[src/tsc_defs.svh]
`ifndef TSC_DEFS_SVH
`define TSC_DEFS_SVH

// register word addresses
`define TSC_REG_CTRL 4'h0
`define TSC_REG_STATUS 4'h1
`define TSC_REG_ANGLE 4'h2
`define TSC_REG_RAW 4'h3
`define TSC_REG_WORDS 4'h4

// control fields
`define TSC_CTRL_START 0
`define TSC_CTRL_CONT 1
`define TSC_CTRL_RATIO_LO 2
`define TSC_CTRL_RATIO_HI 3
`define TSC_CTRL_SAMPLING 4
`define TSC_CTRL_BUSY_ONLY 5
`define TSC_CTRL_FWIDTH_LO 8
`define TSC_CTRL_FWIDTH_HI 11
`define TSC_FWIDTH_RESET 4'hE
`define TSC_FWIDTH_MAX 4'hE

// status fields
`define TSC_STAT_ACTIVE 0
`define TSC_STAT_DONE 1
`define TSC_STAT_BUSY 2
`define TSC_STAT_READY 3

// speed ratio codes
`define TSC_RATIO_36_1 2'h0
`define TSC_RATIO_18_1 2'h1
`define TSC_RATIO_36_2 2'h2
`define TSC_RATIO_9_1 2'h3

// timing
`define TSC_CLK_PERIOD_NS 50
`define TSC_CONV_TIME_NS 320
`define TSC_CONV_CYC \
    ((`TSC_CONV_TIME_NS + `TSC_CLK_PERIOD_NS - 1) / `TSC_CLK_PERIOD_NS)
`define TSC_INH_TIME_NS 3000
`define TSC_INH_CYC \
    ((`TSC_INH_TIME_NS + `TSC_CLK_PERIOD_NS - 1) / `TSC_CLK_PERIOD_NS)
`define TSC_ACCESS_CYC 2

`endif

[src/tsc_pkg.sv]
package tsc_pkg;
    typedef enum logic [2:0] {
        ST_IDLE,
        ST_INHIBIT,
        ST_CONVERT,
        ST_ENABLE,
        ST_GAP,
        ST_DONE
    } tsc_state_t;

    typedef enum logic [1:0] {
        GRP_HIGH,
        GRP_MID,
        GRP_LOW
    } tsc_group_t;
endpackage

[src/tsc_input_stage.sv]
`timescale 1ns/1ps
`include "tsc_defs.svh"
module tsc_input_stage
    import tsc_pkg::*;
(
    input wire logic clk,
    input wire logic resetn,
    input wire logic load,
    input wire logic [6:0] coarse_word,
    input wire logic [13:0] fine_word,
    input wire logic [1:0] ratio,
    input wire logic [3:0] fine_width,
    output logic [6:0] coarse_angle_in,
    output logic [13:0] fine_angle_in
);
    logic [6:0] coarse_d;
    logic [13:0] fine_d;
    logic [6:0] cmask;
    logic [13:0] fmask;
    logic [3:0] width;

    always_comb begin
        cmask = 7'h7F;
        if (ratio == `TSC_RATIO_18_1 || ratio == `TSC_RATIO_36_2) begin
            cmask = 7'h3F;
        end else if (ratio == `TSC_RATIO_9_1) begin
            cmask = 7'h1F;
        end
        width = fine_width;
        if (width == 4'h0 || width > `TSC_FWIDTH_MAX) begin
            width = `TSC_FWIDTH_MAX;
        end
        fmask = 14'h3FFF << (`TSC_FWIDTH_MAX - width);
        coarse_d = coarse_angle_in;
        fine_d = fine_angle_in;
        if (load) begin
            coarse_d = coarse_word & cmask;
            fine_d = fine_word & fmask;
        end
    end

    always_ff @(posedge clk or negedge resetn) begin
        if (!resetn) begin
            coarse_angle_in <= 7'h00;
            fine_angle_in <= 14'h0000;
        end else begin
            coarse_angle_in <= coarse_d;
            fine_angle_in <= fine_d;
        end
    end
endmodule

[src/tsc_regs.sv]
`timescale 1ns/1ps
`include "tsc_defs.svh"
module tsc_regs
    import tsc_pkg::*;
(
    input wire logic clk,
    input wire logic resetn,
    input wire logic [3:0] addr,
    input wire logic [31:0] wdata,
    input wire logic wr,
    input wire logic rd,
    output logic [31:0] rdata,
    input wire logic active,
    input wire logic busy_any,
    input wire logic ready_all,
    input wire logic done_pulse,
    input wire logic [19:0] angle,
    input wire logic [19:0] raw,
    input wire logic [6:0] coarse_seen,
    input wire logic [13:0] fine_seen,
    output logic start,
    output logic continuous,
    output logic [1:0] ratio,
    output logic sampling,
    output logic busy_only,
    output logic [3:0] fine_width
);
    logic [31:0] rdata_d;
    logic start_d, cont_d, samp_d, bonly_d, done_q, done_d;
    logic [1:0] ratio_d;
    logic [3:0] fwidth_d;

    always_comb begin
        start_d = 1'b0;
        cont_d = continuous;
        ratio_d = ratio;
        samp_d = sampling;
        bonly_d = busy_only;
        fwidth_d = fine_width;
        done_d = done_q;
        rdata_d = 32'h0000_0000;
        if (wr && addr == `TSC_REG_CTRL) begin
            start_d = wdata[`TSC_CTRL_START];
            cont_d = wdata[`TSC_CTRL_CONT];
            ratio_d = wdata[`TSC_CTRL_RATIO_HI:`TSC_CTRL_RATIO_LO];
            samp_d = wdata[`TSC_CTRL_SAMPLING];
            bonly_d = wdata[`TSC_CTRL_BUSY_ONLY];
            fwidth_d = wdata[`TSC_CTRL_FWIDTH_HI:`TSC_CTRL_FWIDTH_LO];
        end else if (wr && addr == `TSC_REG_STATUS) begin
            if (wdata[`TSC_STAT_DONE]) begin
                done_d = 1'b0;
            end
        end
        // set wins over clear
        if (done_pulse) begin
            done_d = 1'b1;
        end
        if (rd) begin
            if (addr == `TSC_REG_CTRL) begin
                rdata_d[`TSC_CTRL_CONT] = continuous;
                rdata_d[`TSC_CTRL_RATIO_HI:`TSC_CTRL_RATIO_LO] = ratio;
                rdata_d[`TSC_CTRL_SAMPLING] = sampling;
                rdata_d[`TSC_CTRL_BUSY_ONLY] = busy_only;
                rdata_d[`TSC_CTRL_FWIDTH_HI:`TSC_CTRL_FWIDTH_LO] = fine_width;
            end else if (addr == `TSC_REG_STATUS) begin
                rdata_d[`TSC_STAT_ACTIVE] = active;
                rdata_d[`TSC_STAT_DONE] = done_q;
                rdata_d[`TSC_STAT_BUSY] = busy_any;
                rdata_d[`TSC_STAT_READY] = ready_all;
            end else if (addr == `TSC_REG_ANGLE) begin
                rdata_d[19:0] = angle;
            end else if (addr == `TSC_REG_RAW) begin
                rdata_d[19:0] = raw;
            end else if (addr == `TSC_REG_WORDS) begin
                rdata_d[13:0] = fine_seen;
                rdata_d[22:16] = coarse_seen;
            end
        end
    end

    always_ff @(posedge clk or negedge resetn) begin
        if (!resetn) begin
            rdata <= 32'h0000_0000;
            start <= 1'b0;
            continuous <= 1'b0;
            ratio <= `TSC_RATIO_36_1;
            sampling <= 1'b0;
            busy_only <= 1'b0;
            fine_width <= `TSC_FWIDTH_RESET;
            done_q <= 1'b0;
        end else begin
            rdata <= rdata_d;
            start <= start_d;
            continuous <= cont_d;
            ratio <= ratio_d;
            sampling <= samp_d;
            busy_only <= bonly_d;
            fine_width <= fwidth_d;
            done_q <= done_d;
        end
    end
endmodule

[src/tsc_host.sv]
`timescale 1ns/1ps
`include "tsc_defs.svh"
// Summary of operation
// coarse word drives seven coarse inputs, MSB first
// fine word drives fourteen fine inputs, MSB first
// twenty-bit result read back, bit one MSB
// high enable low reads bits one-four
// middle enable low reads bits five-twelve
// low enable low reads bits thirteen-twenty
// full parallel output needs all enables low
// 18:1 ties coarse MSB low
// 36:2 same wiring, MSB weighs 90 degrees
// 9:1 ties two coarse MSBs low
// unused fine LSBs tied low
// inputs held stable during combining
// result valid 320 ns after inputs
// inhibit both, wait ORed busy clear
// sampling: AND ready, or OR busy
// never more than one group enabled
// misalignment up to 90 fine degrees corrected
// coarse times 36, compared, corrected
// joined words divided by 36
// combining path has no storage
module tsc_host
    import tsc_pkg::*;
(
    input wire logic clk,
    input wire logic resetn,
    input wire logic [3:0] addr,
    input wire logic [31:0] wdata,
    input wire logic wr,
    input wire logic rd,
    output logic [31:0] rdata,
    input wire logic [6:0] coarse_word,
    input wire logic [13:0] fine_word,
    input wire logic coarse_converter_busy,
    input wire logic fine_converter_busy,
    input wire logic coarse_data_ready,
    input wire logic fine_data_ready,
    output logic converter_inhibit_n,
    output logic [6:0] coarse_angle_in,
    output logic [13:0] fine_angle_in,
    output logic high_group_enable_n,
    output logic middle_group_enable_n,
    output logic low_group_enable_n,
    input wire logic [7:0] data_bus
);
    ////////////////////////////////////////////////////////////////////////
    // configuration and status registers

    logic start, continuous, sampling, busy_only, done_pulse;
    logic [1:0] ratio;
    logic [3:0] fine_width;
    logic [19:0] angle_q, angle_d, raw_q, raw_d;
    tsc_state_t state_q, state_d;
    tsc_group_t grp_q, grp_d;
    logic [6:0] cnt_q, cnt_d;
    logic inh_n_d, load;
    logic high_en_n_d, mid_en_n_d, low_en_n_d;
    logic busy_any, ready_all, stable, last_grp;

    tsc_regs u_regs (
        .clk(clk),
        .resetn(resetn),
        .addr(addr),
        .wdata(wdata),
        .wr(wr),
        .rd(rd),
        .rdata(rdata),
        .active(state_q != ST_IDLE),
        .busy_any(busy_any),
        .ready_all(ready_all),
        .done_pulse(done_pulse),
        .angle(angle_q),
        .raw(raw_q),
        .coarse_seen(coarse_angle_in),
        .fine_seen(fine_angle_in),
        .start(start),
        .continuous(continuous),
        .ratio(ratio),
        .sampling(sampling),
        .busy_only(busy_only),
        .fine_width(fine_width)
    );

    ////////////////////////////////////////////////////////////////////////
    // latched words toward the combiner

    tsc_input_stage u_stage (
        .clk(clk),
        .resetn(resetn),
        .load(load),
        .coarse_word(coarse_word),
        .fine_word(fine_word),
        .ratio(ratio),
        .fine_width(fine_width),
        .coarse_angle_in(coarse_angle_in),
        .fine_angle_in(fine_angle_in)
    );

    ////////////////////////////////////////////////////////////////////////
    // transfer sequencer

    assign busy_any = coarse_converter_busy | fine_converter_busy;
    assign ready_all = coarse_data_ready & fine_data_ready;
    assign last_grp = (grp_q == GRP_LOW);

    always_comb begin
        stable = !busy_any;
        if (sampling && !busy_only) begin
            stable = ready_all;
        end
    end

    always_comb begin
        state_d = state_q;
        grp_d = grp_q;
        cnt_d = cnt_q;
        raw_d = raw_q;
        angle_d = angle_q;
        inh_n_d = converter_inhibit_n;
        high_en_n_d = 1'b1;
        mid_en_n_d = 1'b1;
        low_en_n_d = 1'b1;
        load = 1'b0;
        done_pulse = 1'b0;
        case (state_q)
            ST_IDLE: begin
                inh_n_d = 1'b1;
                cnt_d = 7'h00;
                if (start || continuous) begin
                    state_d = ST_INHIBIT;
                    inh_n_d = sampling;
                end
            end
            ST_INHIBIT: begin
                // tracking: give the holding latch its time first
                if (cnt_q != 7'(`TSC_INH_CYC) && !sampling) begin
                    cnt_d = cnt_q + 7'h01;
                end else if (stable) begin
                    load = 1'b1;
                    cnt_d = 7'h00;
                    state_d = ST_CONVERT;
                end
            end
            ST_CONVERT: begin
                cnt_d = cnt_q + 7'h01;
                if (cnt_q == 7'(`TSC_CONV_CYC - 1)) begin
                    cnt_d = 7'h00;
                    grp_d = GRP_HIGH;
                    state_d = ST_ENABLE;
                end
            end
            ST_ENABLE: begin
                cnt_d = cnt_q + 7'h01;
                high_en_n_d = !(grp_q == GRP_HIGH);
                mid_en_n_d = !(grp_q == GRP_MID);
                low_en_n_d = !(grp_q == GRP_LOW);
                if (cnt_q == 7'(`TSC_ACCESS_CYC)) begin
                    high_en_n_d = 1'b1;
                    mid_en_n_d = 1'b1;
                    low_en_n_d = 1'b1;
                    cnt_d = 7'h00;
                    state_d = ST_GAP;
                    if (grp_q == GRP_HIGH) begin
                        raw_d[19:16] = data_bus[3:0];
                    end else if (grp_q == GRP_MID) begin
                        raw_d[15:8] = data_bus;
                    end else begin
                        raw_d[7:0] = data_bus;
                    end
                end
            end
            ST_GAP: begin
                // bus recovery between groups
                if (last_grp) begin
                    state_d = ST_DONE;
                end else begin
                    grp_d = (grp_q == GRP_HIGH) ? GRP_MID : GRP_LOW;
                    state_d = ST_ENABLE;
                end
            end
            ST_DONE: begin
                inh_n_d = 1'b1;
                done_pulse = 1'b1;
                state_d = ST_IDLE;
                // left-justify so the MSB always weighs the top bit
                if (ratio == `TSC_RATIO_9_1) begin
                    angle_d = {raw_q[17:0], 2'b00};
                end else if (ratio == `TSC_RATIO_36_1) begin
                    angle_d = raw_q;
                end else begin
                    angle_d = {raw_q[18:0], 1'b0};
                end
            end
            default: begin
                state_d = ST_IDLE;
            end
        endcase
    end

    always_ff @(posedge clk or negedge resetn) begin
        if (!resetn) begin
            state_q <= ST_IDLE;
            grp_q <= GRP_HIGH;
            cnt_q <= 7'h00;
            raw_q <= 20'h00000;
            angle_q <= 20'h00000;
            converter_inhibit_n <= 1'b1;
            high_group_enable_n <= 1'b1;
            middle_group_enable_n <= 1'b1;
            low_group_enable_n <= 1'b1;
        end else begin
            state_q <= state_d;
            grp_q <= grp_d;
            cnt_q <= cnt_d;
            raw_q <= raw_d;
            angle_q <= angle_d;
            converter_inhibit_n <= inh_n_d;
            high_group_enable_n <= high_en_n_d;
            middle_group_enable_n <= mid_en_n_d;
            low_group_enable_n <= low_en_n_d;
        end
    end

    ////////////////////////////////////////////////////////////////////////
    // checks

    logic [7:0] since_load_q;
    always_ff @(posedge clk or negedge resetn) begin
        if (!resetn) begin
            since_load_q <= 8'h00;
        end else if (load) begin
            since_load_q <= 8'h00;
        end else if (since_load_q != 8'hFF) begin
            since_load_q <= since_load_q + 8'h01;
        end
    end

    one_group_a: assert property (@(posedge clk) disable iff (!resetn)
        $onehot0({~high_group_enable_n, ~middle_group_enable_n,
                  ~low_group_enable_n}))
        else $error("more than one output group enabled");

    conv_wait_a: assert property (@(posedge clk) disable iff (!resetn)
        $fell(high_group_enable_n) |-> since_load_q >= 8'd7)
        else $error("high group read before conversion time");

    stable_in_a: assert property (@(posedge clk) disable iff (!resetn)
        (state_q inside {ST_CONVERT, ST_ENABLE, ST_GAP})
            |=> $stable(coarse_angle_in) && $stable(fine_angle_in))
        else $error("combiner inputs changed mid transfer");

    inhibit_hold_a: assert property (@(posedge clk) disable iff (!resetn)
        (load && !sampling) |=> !converter_inhibit_n [*8])
        else $error("inhibit released during transfer");

    load_ok_a: assert property (@(posedge clk) disable iff (!resetn)
        load |-> ((sampling && !busy_only) ? ready_all : !busy_any))
        else $error("words taken while converters unsettled");

    coarse_tie_a: assert property (@(posedge clk) disable iff (!resetn)
        (load && ratio != `TSC_RATIO_36_1) |=> !coarse_angle_in[6])
        else $error("coarse MSB not tied low");

    nine_tie_a: assert property (@(posedge clk) disable iff (!resetn)
        (load && ratio == `TSC_RATIO_9_1) |=> coarse_angle_in[6:5] == 2'b00)
        else $error("coarse top bits not tied low");

    fine_tie_a: assert property (@(posedge clk) disable iff (!resetn)
        (load && fine_width == 4'hA) |=> fine_angle_in[3:0] == 4'h0)
        else $error("unused fine bits not tied low");

    done_seq_a: assert property (@(posedge clk) disable iff (!resetn)
        $fell(low_group_enable_n) |-> ##4 $rose(converter_inhibit_n)
            || sampling)
        else $error("transfer did not finish after low group");

    grp_pulse_a: assert property (@(posedge clk) disable iff (!resetn)
        $fell(high_group_enable_n) |=> !high_group_enable_n
            ##1 high_group_enable_n)
        else $error("high group enable not two cycles low");

    mid_next_a: assert property (@(posedge clk) disable iff (!resetn)
        $rose(high_group_enable_n) |-> ##2 $fell(middle_group_enable_n))
        else $error("middle group not read after high group");

    low_next_a: assert property (@(posedge clk) disable iff (!resetn)
        $rose(middle_group_enable_n) |-> ##2 $fell(low_group_enable_n))
        else $error("low group not read after middle group");

    bus_take_a: assert property (@(posedge clk) disable iff (!resetn)
        (state_q == ST_ENABLE && cnt_q == 7'(`TSC_ACCESS_CYC))
            |-> !(high_group_enable_n && middle_group_enable_n
                  && low_group_enable_n))
        else $error("bus sampled with no group enabled");

    track_inh_a: assert property (@(posedge clk) disable iff (!resetn)
        (state_q == ST_INHIBIT && !sampling) |-> !converter_inhibit_n)
        else $error("converters not inhibited while waiting");

    samp_free_a: assert property (@(posedge clk) disable iff (!resetn)
        (load && sampling) |=> converter_inhibit_n)
        else $error("sampling converters inhibited");

    inh_free_a: assert property (@(posedge clk) disable iff (!resetn)
        done_pulse |=> converter_inhibit_n)
        else $error("inhibit held after transfer");
endmodule

[config.mk]
export PLATFORM = sky130hd
export DESIGN_NAME = tsc_host
export DESIGN_NICKNAME = d
export VERILOG_FILES = /design/src/tsc_pkg.sv /design/src/tsc_input_stage.sv /design/src/tsc_regs.sv /design/src/tsc_host.sv
export VERILOG_INCLUDE_DIRS = /design/src
export SDC_FILE = /design/constraint.sdc
export NUM_CORES = 1
export LEC_CHECK = 0
export BUFFER_PORTS_ARGS = -buffer_cell sky130_fd_sc_hd__buf_2
export CORE_MARGIN = 2
export CORE_UTILIZATION = 49
export DETAILED_ROUTE_END_ITERATION = 7
export PLACE_DENSITY = 0.76
export SYNTH_ARGS = -nofsm -noshare
export SYNTH_HDL_FRONTEND = slang
export SYNTH_SLANG_ARGS = --single-unit
[constraint.sdc]
create_clock -name clk -period 2.17 [get_ports clk]
set_clock_uncertainty 0.05 [all_clocks]
set_input_delay 0.217 -clock clk [delete_from_list [all_inputs] [get_ports clk]]
set_output_delay 0.217 -clock clk [all_outputs]
set_load 0.01 [all_outputs]
# Word level (Yosys, flattened, before mapping)
# Cells that the tools add are included.
dict set report totals {
  ff_bits 111
  out_inout_bits 57
  elab_cells 142
  input_bits 73
}
dict set report classes {
  n_reduce_logical 31
  shifts 1
  bitwise 6
  muxes 55
  eq_ne 25
  magnitude_cmp 1
  add_sub_neg 2
}
# op count
set ops {}
lappend ops {{$mux 20} 3}
lappend ops {{$mux 7} 7}
lappend ops {{$mux 14} 2}
lappend ops {{$pmux 7 s4} 1}
lappend ops {{$mux 3} 8}
lappend ops {{$mux 23} 1}
lappend ops {{$mux 19} 1}
lappend ops {{$mux 1} 18}
lappend ops {{$mux 4} 4}
lappend ops {{$pmux 3 s5} 1}
lappend ops {{$and 14x14->14} 1}
lappend ops {{$ne 2x2->1 const B} 7}
lappend ops {{$shl 14x4->14 const A} 1}
lappend ops {{$mux 11} 1}
lappend ops {{$mux 2} 5}
lappend ops {{$reduce_and 3->1} 3}
lappend ops {{$eq 4x2->1 const B} 2}
lappend ops {{$logic_not 4->1} 2}
lappend ops {{$reduce_and 4->1} 2}
lappend ops {{$reduce_bool 2->1} 4}
lappend ops {{$add 7x1->7 const B} 1}
lappend ops {{$and 7x7->7} 1}
lappend ops {{$eq 7x2->1 const B} 1}
lappend ops {{$eq 7x3->1 const B} 1}
lappend ops {{other kinds (26)} 43}

# Depth between registers and ports, before layout
# Gate-level depths: netlist of run 1.
dict set report logic_depth {
  ltp_word 7
  mapped_depth 9
  depth_no_buf 9
}

# Modules after synthesis
# Synthesis of run 1 repeated with hierarchy kept, for this count alone.
dict set report hier_totals {
  cells_unflattened 556
  hier_area_um2 5799.3
}
# mod instances cells_per_inst area_each_um2 seq_area_each_um2
set modules_own_cells {}
lappend modules_own_cells {tsc_host 1 266 2855.2 1406.3}
lappend modules_own_cells {tsc_regs 1 182 1836.8 854.6}
lappend modules_own_cells {tsc_input_stage 1 108 1107.3 525.5}

# Worst setup path before layout of run 1
# OpenSTA, ideal clock, no wires.
dict set report synth_timing {
  path_kind {register to register}
  startpoint {register u_regs.fine_width[0]}
  endpoint {register u_stage.fine_angle_in[1]}
  arrival_ns 1.915
  t_required_ns 1.993
  path_slack_ns 0.078
  setup_time_ns 0.127
  path_stages_with_launch 9
  period_less_slack_ns 2.092
  path_buffers 0
  path_cell_list {dfrtp_1 -> or2_2 -> o21bai_1 -> ha_1 -> inv_1 -> ha_1 -> inv_1 -> and4b_1 -> mux2_1}
}
dict set report synth_between {
  elab_chain_len 6
  word_cells_on_any_way 7
  classes_between {add/sub (1); order compare (1); shift (1); mux (1); bitwise (1); reduce/logical (2)}
}
# item line_no
set synth_rtl {}
lappend synth_rtl {{from (decl)} tsc_regs.sv:26} ;# output logic [3:0] fine_width
lappend synth_rtl {{from (signal assigned)} tsc_regs.sv:89} ;# fine_width <= `TSC_FWIDTH_RESET;
lappend synth_rtl {{from (signal assigned)} tsc_regs.sv:98} ;# fine_width <= fwidth_d;
lappend synth_rtl {{$gt 4x4->1 (no source line) / $logic_not 4->1 (equally long branches)} n/a}
lappend synth_rtl {{$logic_or 1x1->1 (no source line)} n/a}
lappend synth_rtl {{$mux 4 (*)} tsc_input_stage.sv:30} ;# if (width == 4'h0 || width > `TSC_FWIDTH_MAX) begin
lappend synth_rtl {{$sub 4x4->4 (no source line) (*)} n/a}
lappend synth_rtl {{$shl 14x4->14 (*)} tsc_input_stage.sv:33} ;# fmask = 14'h3FFF << (`TSC_FWIDTH_MAX - width);
lappend synth_rtl {{$and 14x14->14 (*)} tsc_input_stage.sv:38} ;# fine_d = fine_word & fmask;
lappend synth_rtl {{to (signal assigned)} tsc_input_stage.sv:48} ;# fine_angle_in <= fine_d;
lappend synth_rtl {{to (decl)} tsc_input_stage.sv:14} ;# output logic [13:0] fine_angle_in
# Every way passes the cells marked *; elsewhere a longest branch is shown, timed or not.
# A chain may end at the register's enable or synchronous reset.

# Final worst setup path of run 1
# Ends and elaborated chain as after synthesis.

==> impl_metrics.py, run 1 <==
metrics = {
    "status": {
        "outcome": "finished clean",
    },
    "timing": {
        "slew_headroom": 0.0858,
        "worst_slack_ns": 0.0953,
        "hold_viol": 0,
        "rsz0062_at_grt": "false",
        "worst_pin_slew_ns": 1.36,
        "finalCritPeriodShare": 0.956,
        "period_needed_ns": 2.07,
        "fin_tns_setup_ns": 0,
        "slew_viol_final": 0,
        "fmaxAchievable_ghz": 0.482,
        "setup_violations": 0,
    },
    "logic_synthesis": {
        "ys.flop_type": "dfrtp_1",
        "yosysSeqAreaShare": 0.491,
        "syn_inst": 530,
        "ys_types": 63,
        "synth_edf_count": 0,
        "syn_avg_cell_area_um2": 10.7,
        "yosysWarningCount": 0,
        "ys_ff_latch": 111,
        "synth_async_sr_flop_share": 1.00,
        "synth.cell_area_um2": 5670,
        "yosysTopAreaCell": "dfrtp_1",
        "synth_area_leaders": "dfrtp_1 (46%), mux2_2 (6.9%), mux2i_1 (3.4%)",
        "yosysTopAreaCellShare": 0.459,
    },
    "power": {
        "vdd_drop_max_v": 0.000587,
        "cellLeakagePower_nw": 3.15,
        "powerDensity_nw_per_um2": 1070,
    },
    "drt": {
        "wire_per_inst_um": 17.3,
        "routed_wl_um": 13500,
        "drcViolationCount": 0,
        "ant_nets": 0,
        "drt_first_pass_iters": 5,
        "drt_iter0_markers": 255,
        "vias_per_cell": 5.70,
        "vias": 4427,
    },
    "setup_path": {
        "crit_path_end_kind": "register",
        "arrival_ns": 2.26,
        "slowest_stage": "dfrtp_1",
        "cp_num_buf_inv": 2,
        "max_stage_delay_ns": 0.38,
        "path_cells": "or2_2 -> o21bai_4 -> ha_4 -> inv_1 -> ha_4 -> inv_1 -> and4b_1 -> mux2_1",
        "cp-start-kind": "register",
        "critical_path_class": "register to register",
        "crit_family": "simple AND/OR/NAND/NOR gates",
        "crit_required_ns": 2.36,
        "path_max_fanout": 5,
    },
    "clocking": {
        "cts_buffer_depth": 2,
        "clock_sinks": 111,
        "cts_tree": "yes",
        "insertion_delay_ns": 0.36,
        "htreeDepth": 3,
        "clk_pin_slew_ns": 0.08,
        "cts_made_buffers": 9,
        "clockRootBuffer": "clkbuf_16",
    },
    "floorplan": {
        "die-area_um2": 12500,
        "rows": 39,
        "die_y_um": 112,
        "ios": 130,
        "core_area_um2": 11400,
        "start_util": 0.499,
        "die_w_um": 112,
    },
    "global_route": {
        "grt_pass1_vias": 4180,
        "grt_max_degree": 46,
        "track_usage": 0.218,
        "use_met3": 0.0452,
        "antenna_found_initial": 0,
        "grt.busiest_layer": "met2",
        "use_met2": 0.350,
        "grt.overflow.total": 0,
        "use_met1": 0.300,
        "grt_pass1_wl_um": 21600,
    },
    "run": {
        "maxCapViolCount": 0,
    },
    "layout": {
        "syn_to_final_growth_pct": 17.0,
        "drive_gt1_frac": 0.308,
        "n_antenna_cell": 0,
        "fin_area_um2": 6630,
        "fin_nets": 709,
        "fill_cells": 963,
    },
    "min_path": {
        "worstHoldPathType": "input pin to register",
    },
    "placed_design": {
        "dpl-instance-area_um2": 6290,
        "dp_slack_ns": -0.0557,
        "dp_hpwl_um": 9750,
        "io_buffers": 98,
        "gp_congestion": 0.803,
    },
}
## registers in the layout, indices dropped and copies added, names as in the netlist, 2 cells and up
signal,flops
u_regs.rdata,23
angle_q,20
raw_q,20
u_stage.fine_angle_in,14
cnt_q,7
u_stage.coarse_angle_in,7
u_regs.fine_width,4
state_q,3
grp_q,2
u_regs.ratio,2
## synthesized netlist by cell type (6+ instances only)
library cell,count
a21oi_1,14
a22oi_1,13
and3_1,8
buf_2,11
buf_4,10
clkbuf_1,10
dfrtp_1,104
dfstp_2,7
ha_1,7
inv_1,28
mux2_1,10
mux2_2,35
mux2_4,9
mux2i_1,19
nand2_1,45
nand2b_1,6
nand3_1,8
nor2_1,42
nor2b_1,10
o21ai_0,25
o22ai_1,20
o31ai_1,17
## per-stage QoR
step                      hold slack, ns  power (mW)  utilization  cells
after CTS                         0.0133        7.08        0.581    777
after detailed placement           0.210        5.37        0.553    760
after global placement             0.202        5.26        0.553    760
final                             0.0194        7.09        0.583    777
after floorplan                   -0.129        4.55            -    538
after global routing              0.0257        7.48        0.583    777
## placed cells by master, fill, tap and decap left out, types with 4 or more instances in the layout
| cell type | instances |
|---|---|
| nor2b_1 | 10 |
| mux2_2 | 35 |
| conb_1 | 9 |
| and3_1 | 8 |
| o31ai_1 | 17 |
| nand3_1 | 8 |
| and2_1 | 4 |
| a22oi_1 | 13 |
| a21oi_1 | 14 |
| buf_2 | 97 |
| dfstp_2 | 7 |
| nand3b_1 | 4 |
| mux2_1 | 10 |
| nand2_1 | 45 |
| mux2i_1 | 19 |
| nand2b_1 | 6 |
| buf_4 | 17 |
| o22ai_1 | 20 |
| dfrtp_1 | 104 |
| mux2_4 | 9 |
| ha_1 | 5 |
| nor2_1 | 42 |
| o21ai_0 | 25 |
| inv_1 | 28 |
| clkbuf_16 | 9 |
## area by class of cell
class                      count  area, um^2  area share
clock buffer                  10         229      0.0345
clock inverter                 6        68.8      0.0104
timing repair buffer         117         663       0.100
multi-input combinational    362        2600       0.392
sequential                   111        2790       0.420
inverter                      28         105      0.0158
tap                          143         179      0.0270
## logic make-up (layout without fill, tap and decap cells)
logic type      Yosys count  in the layout  synth area share
simple gates            154            154             0.144
compound gates          116            116             0.136
fa+ha+maj                 7              7            0.0154
flops                   111            111             0.491
other cells               1              9          0.000661
mux                      73             73             0.147
buf+inv                  65            161            0.0615
xor+xnor                  3              3           0.00463
## where the power goes
group          switching (mW)  total (mW)  internal, mW
registers               0.559        3.16          2.60
logic                    1.19        2.24          1.05
clock network           0.777        1.68         0.905
total                    2.53        7.09          4.56
## routing by layer
metal	part of all wire	wire [um]	vias to the layer above
met4	0.017	225	0
li1	-	-	2076
met1	0.44	5970	2195
met5	0	0	-
met2	0.49	6580	136
met3	0.051	688	20
## path summary, 6_finish.rpt
check                                             end  slack (ns)                 start  cells after the start
max in group asynchronous        u_regs.fine_width[3]        0.98                resetn                      3
max reg2reg                  u_stage.fine_angle_in[1]         0.1  u_regs.fine_width[0]                      8
min in group asynchronous  u_stage.coarse_angle_in[3]        0.36                resetn                      2
min                        u_stage.coarse_angle_in[4]        0.02        coarse_word[4]                      2
max                          u_stage.fine_angle_in[1]         0.1  u_regs.fine_width[0]                      8
min reg2reg                                angle_q[7]        0.42            angle_q[7]                      2
## timing repair
action / in CTS / in global routing
setup endpoints to repair: 4 / 4
endpoints found under the hold margin: 41 / 0
buffers inserted: 0 / 0
hold buffers: 1 / 0
resized for setup: 1 / 3
Note: power is estimated with default switching activity, not from simulation.
==> inputs of run 2 (changes only) <==
--- a/config.mk
+++ b/config.mk
@@ -11,6 +11,7 @@
 export CORE_UTILIZATION = 49
 export DETAILED_ROUTE_END_ITERATION = 7
 export PLACE_DENSITY = 0.76
+export SETUP_SLACK_MARGIN = 0.1
 export SYNTH_ARGS = -nofsm -noshare
 export SYNTH_HDL_FRONTEND = slang
 export SYNTH_SLANG_ARGS = --single-unit
==> run 2 against run 1 <==
- critical path depth decreased by 1
- global-route usage rose by 0.31 points
- sequential cell count is the same
- die area unchanged
- sequential power about the same
- via count shrank 0.20%
- wire length grew 2.5%
- final cell count grew 1.4%
- largest cell class unchanged
==> impl_metrics.py, run 2 (synthesis results as in run 1) <==
metrics = {
    "global_route": {
        "track_usage": 0.221,
        "grt_max_degree": 48,
        "grt_pass1_vias": 4320,
        "grt.overflow.total": 0,
        "grt_pass1_wl_um": 21900,
        "antenna_found_initial": 0,
    },
    "drt": {
        "drt_iter0_markers": 296,
        "ant_nets": 0,
        "routed_wl_um": 13800,
        "drt_first_pass_iters": 5,
        "wire_per_inst_um": 17.5,
        "drcViolationCount": 0,
        "vias_per_cell": 5.61,
        "vias": 4418,
    },
    "clocking": {
        "cts_buffer_depth": 2,
        "insertion_delay_ns": 0.36,
        "clock_sinks": 111,
        "cts_made_buffers": 9,
        "cts_tree": "yes",
        "clk_pin_slew_ns": 0.07,
        "clockRootBuffer": "clkbuf_16",
        "htreeDepth": 3,
    },
    "layout": {
        "syn_to_final_growth_pct": 19.6,
        "layout_commonest_cell": "dfrtp_1",
        "fin_nets": 720,
        "drive_gt1_frac": 0.327,
        "layout_common_cells": "dfrtp_1 (104), buf_2 (97), nand2_1 (45)",
        "reg.largest.list": "u_regs.rdata: 23 flops, angle_q: 20 flops, raw_q: 20 flops",
        "regMostFlops": "u_regs.rdata",
        "largest_reg_flops": 23,
        "fin_cells": 788,
        "n_antenna_cell": 0,
    },
    "timing": {
        "slew_viol_final": 0,
        "setup_violations": 0,
        "worst_pin_slew_ns": 1.34,
        "period_needed_ns": 2.01,
        "fin_tns_setup_ns": 0,
        "hold_viol": 0,
        "rsz0062_at_grt": "true",
        "finalCritPeriodShare": 0.925,
        "fmaxAchievable_ghz": 0.498,
        "slew_headroom": 0.0984,
    },
    "placed_design": {
        "io_buffers": 98,
        "gp_congestion": 0.811,
        "place_inst": 758,
        "dp_hpwl_um": 9850,
    },
    "setup_path": {
        "critical_path_class": "register to register",
        "crit_required_ns": 2.36,
        "crit_path_end_kind": "register",
        "path_max_fanout": 5,
        "arrival_ns": 2.20,
        "cp-start-kind": "register",
    },
    "floorplan": {
        "die_w_um": 112,
        "core_area_um2": 11400,
        "die_y_um": 112,
        "start_util": 0.499,
        "ios": 130,
        "die-area_um2": 12500,
        "rows": 39,
    },
    "power": {
        "powerDensity_nw_per_um2": 1070,
        "netSwitchingPower_mw": 2.55,
        "comb_power_share": 0.331,
        "swShare": 0.352,
        "p_seq_frac": 0.433,
        "vdd_drop_max_v": 0.000617,
        "clockPowerShare": 0.236,
        "cellLeakagePower_nw": 3.24,
        "intPower_mw": 4.69,
    },
    "run": {
        "maxCapViolCount": 0,
    },
    "status": {
        "outcome": "finished clean",
    },
    "min_path": {
        "worstHoldPathType": "input pin to register",
    },
}
[run 2: area by class of cell]
class	instances	area (um^2)
fillers	954	4590
flip-flops and latches	111	2790
multi-input cells	362	2620
repair buffers	128	793
clock buffers	10	239
well taps	143	179
inverters	28	105
clock inverters	6	66.3
[run 2: routing by layer]
layer | track usage | part of all wire | wire length [um] | vias up
met2 | 0.359 | 0.48 | 6690 | 148
met4 | 0.0823 | 0.023 | 313 | 0
li1 | - | - | - | 2091
met5 | 0 | 0 | 0 | -
met1 | 0.297 | 0.43 | 5990 | 2155
met3 | 0.0425 | 0.059 | 812 | 24
[run 2: per-stage QoR]
step	util	power, mW	hold WS (ns)	setup slack (ns)	area (um^2)
floorplan	-	4.57	-0.129	0.151	5720
global placement	0.553	5.27	0.213	0.125	6290
detailed placement	0.553	5.39	0.210	0.0661	6290
CTS	0.582	7.14	0.0148	0.103	6620
global route	0.597	7.68	0.0291	0.0625	6780
finish	0.597	7.24	0.0209	0.163	6780
[run 2: worst paths after layout]
check	depth (start not counted)	slack, ns	endpoint	from
worst max-delay path	7	0.16	u_stage.fine_angle_in[0]	cnt_q[0]
worst min-delay path	2	0.02	u_stage.coarse_angle_in[0]	coarse_word[0]
worst max register to register	7	0.16	u_stage.fine_angle_in[0]	cnt_q[0]
worst min register to register	2	0.43	angle_q[7]	angle_q[7]
max in group asynchronous	3	1.00	u_regs.rdata[1]	resetn
min in group asynchronous	2	0.36	u_stage.coarse_angle_in[0]	resetn
[run 2: what timing repair did]
action,in CTS,in global routing
hold buffers,1,0
pin swaps,0,3
setup buffers,0,11
gates resized for setup,1,6
cloned,0,2
hold endpoints to repair,40,0
setup endpoints to repair,3,17
[run 2: critical path, stage by stage, from the launching register on]
cell	delay, ns
dfrtp_1	0.43
inv_2	0.08
ha_1	0.15
nand4b_1	0.14
o21bai_2	0.21
and4_4	0.33
clkbuf_16	0.17
mux2_2	0.33
[run 2: power groups by stage]
| stage | clock (mW) | sequential, mW | combinational, mW |
|---|---|---|---|
| final | 1.71 | 3.13 | 2.40 |
| after global routing | 1.84 | 3.20 | 2.64 |
| after CTS | 1.75 | 3.12 | 2.26 |
| after detailed placement | 0 | 3.16 | 2.23 |
| after global placement | 0 | 3.12 | 2.15 |
| after floorplan | 0 | 3.07 | 1.50 |
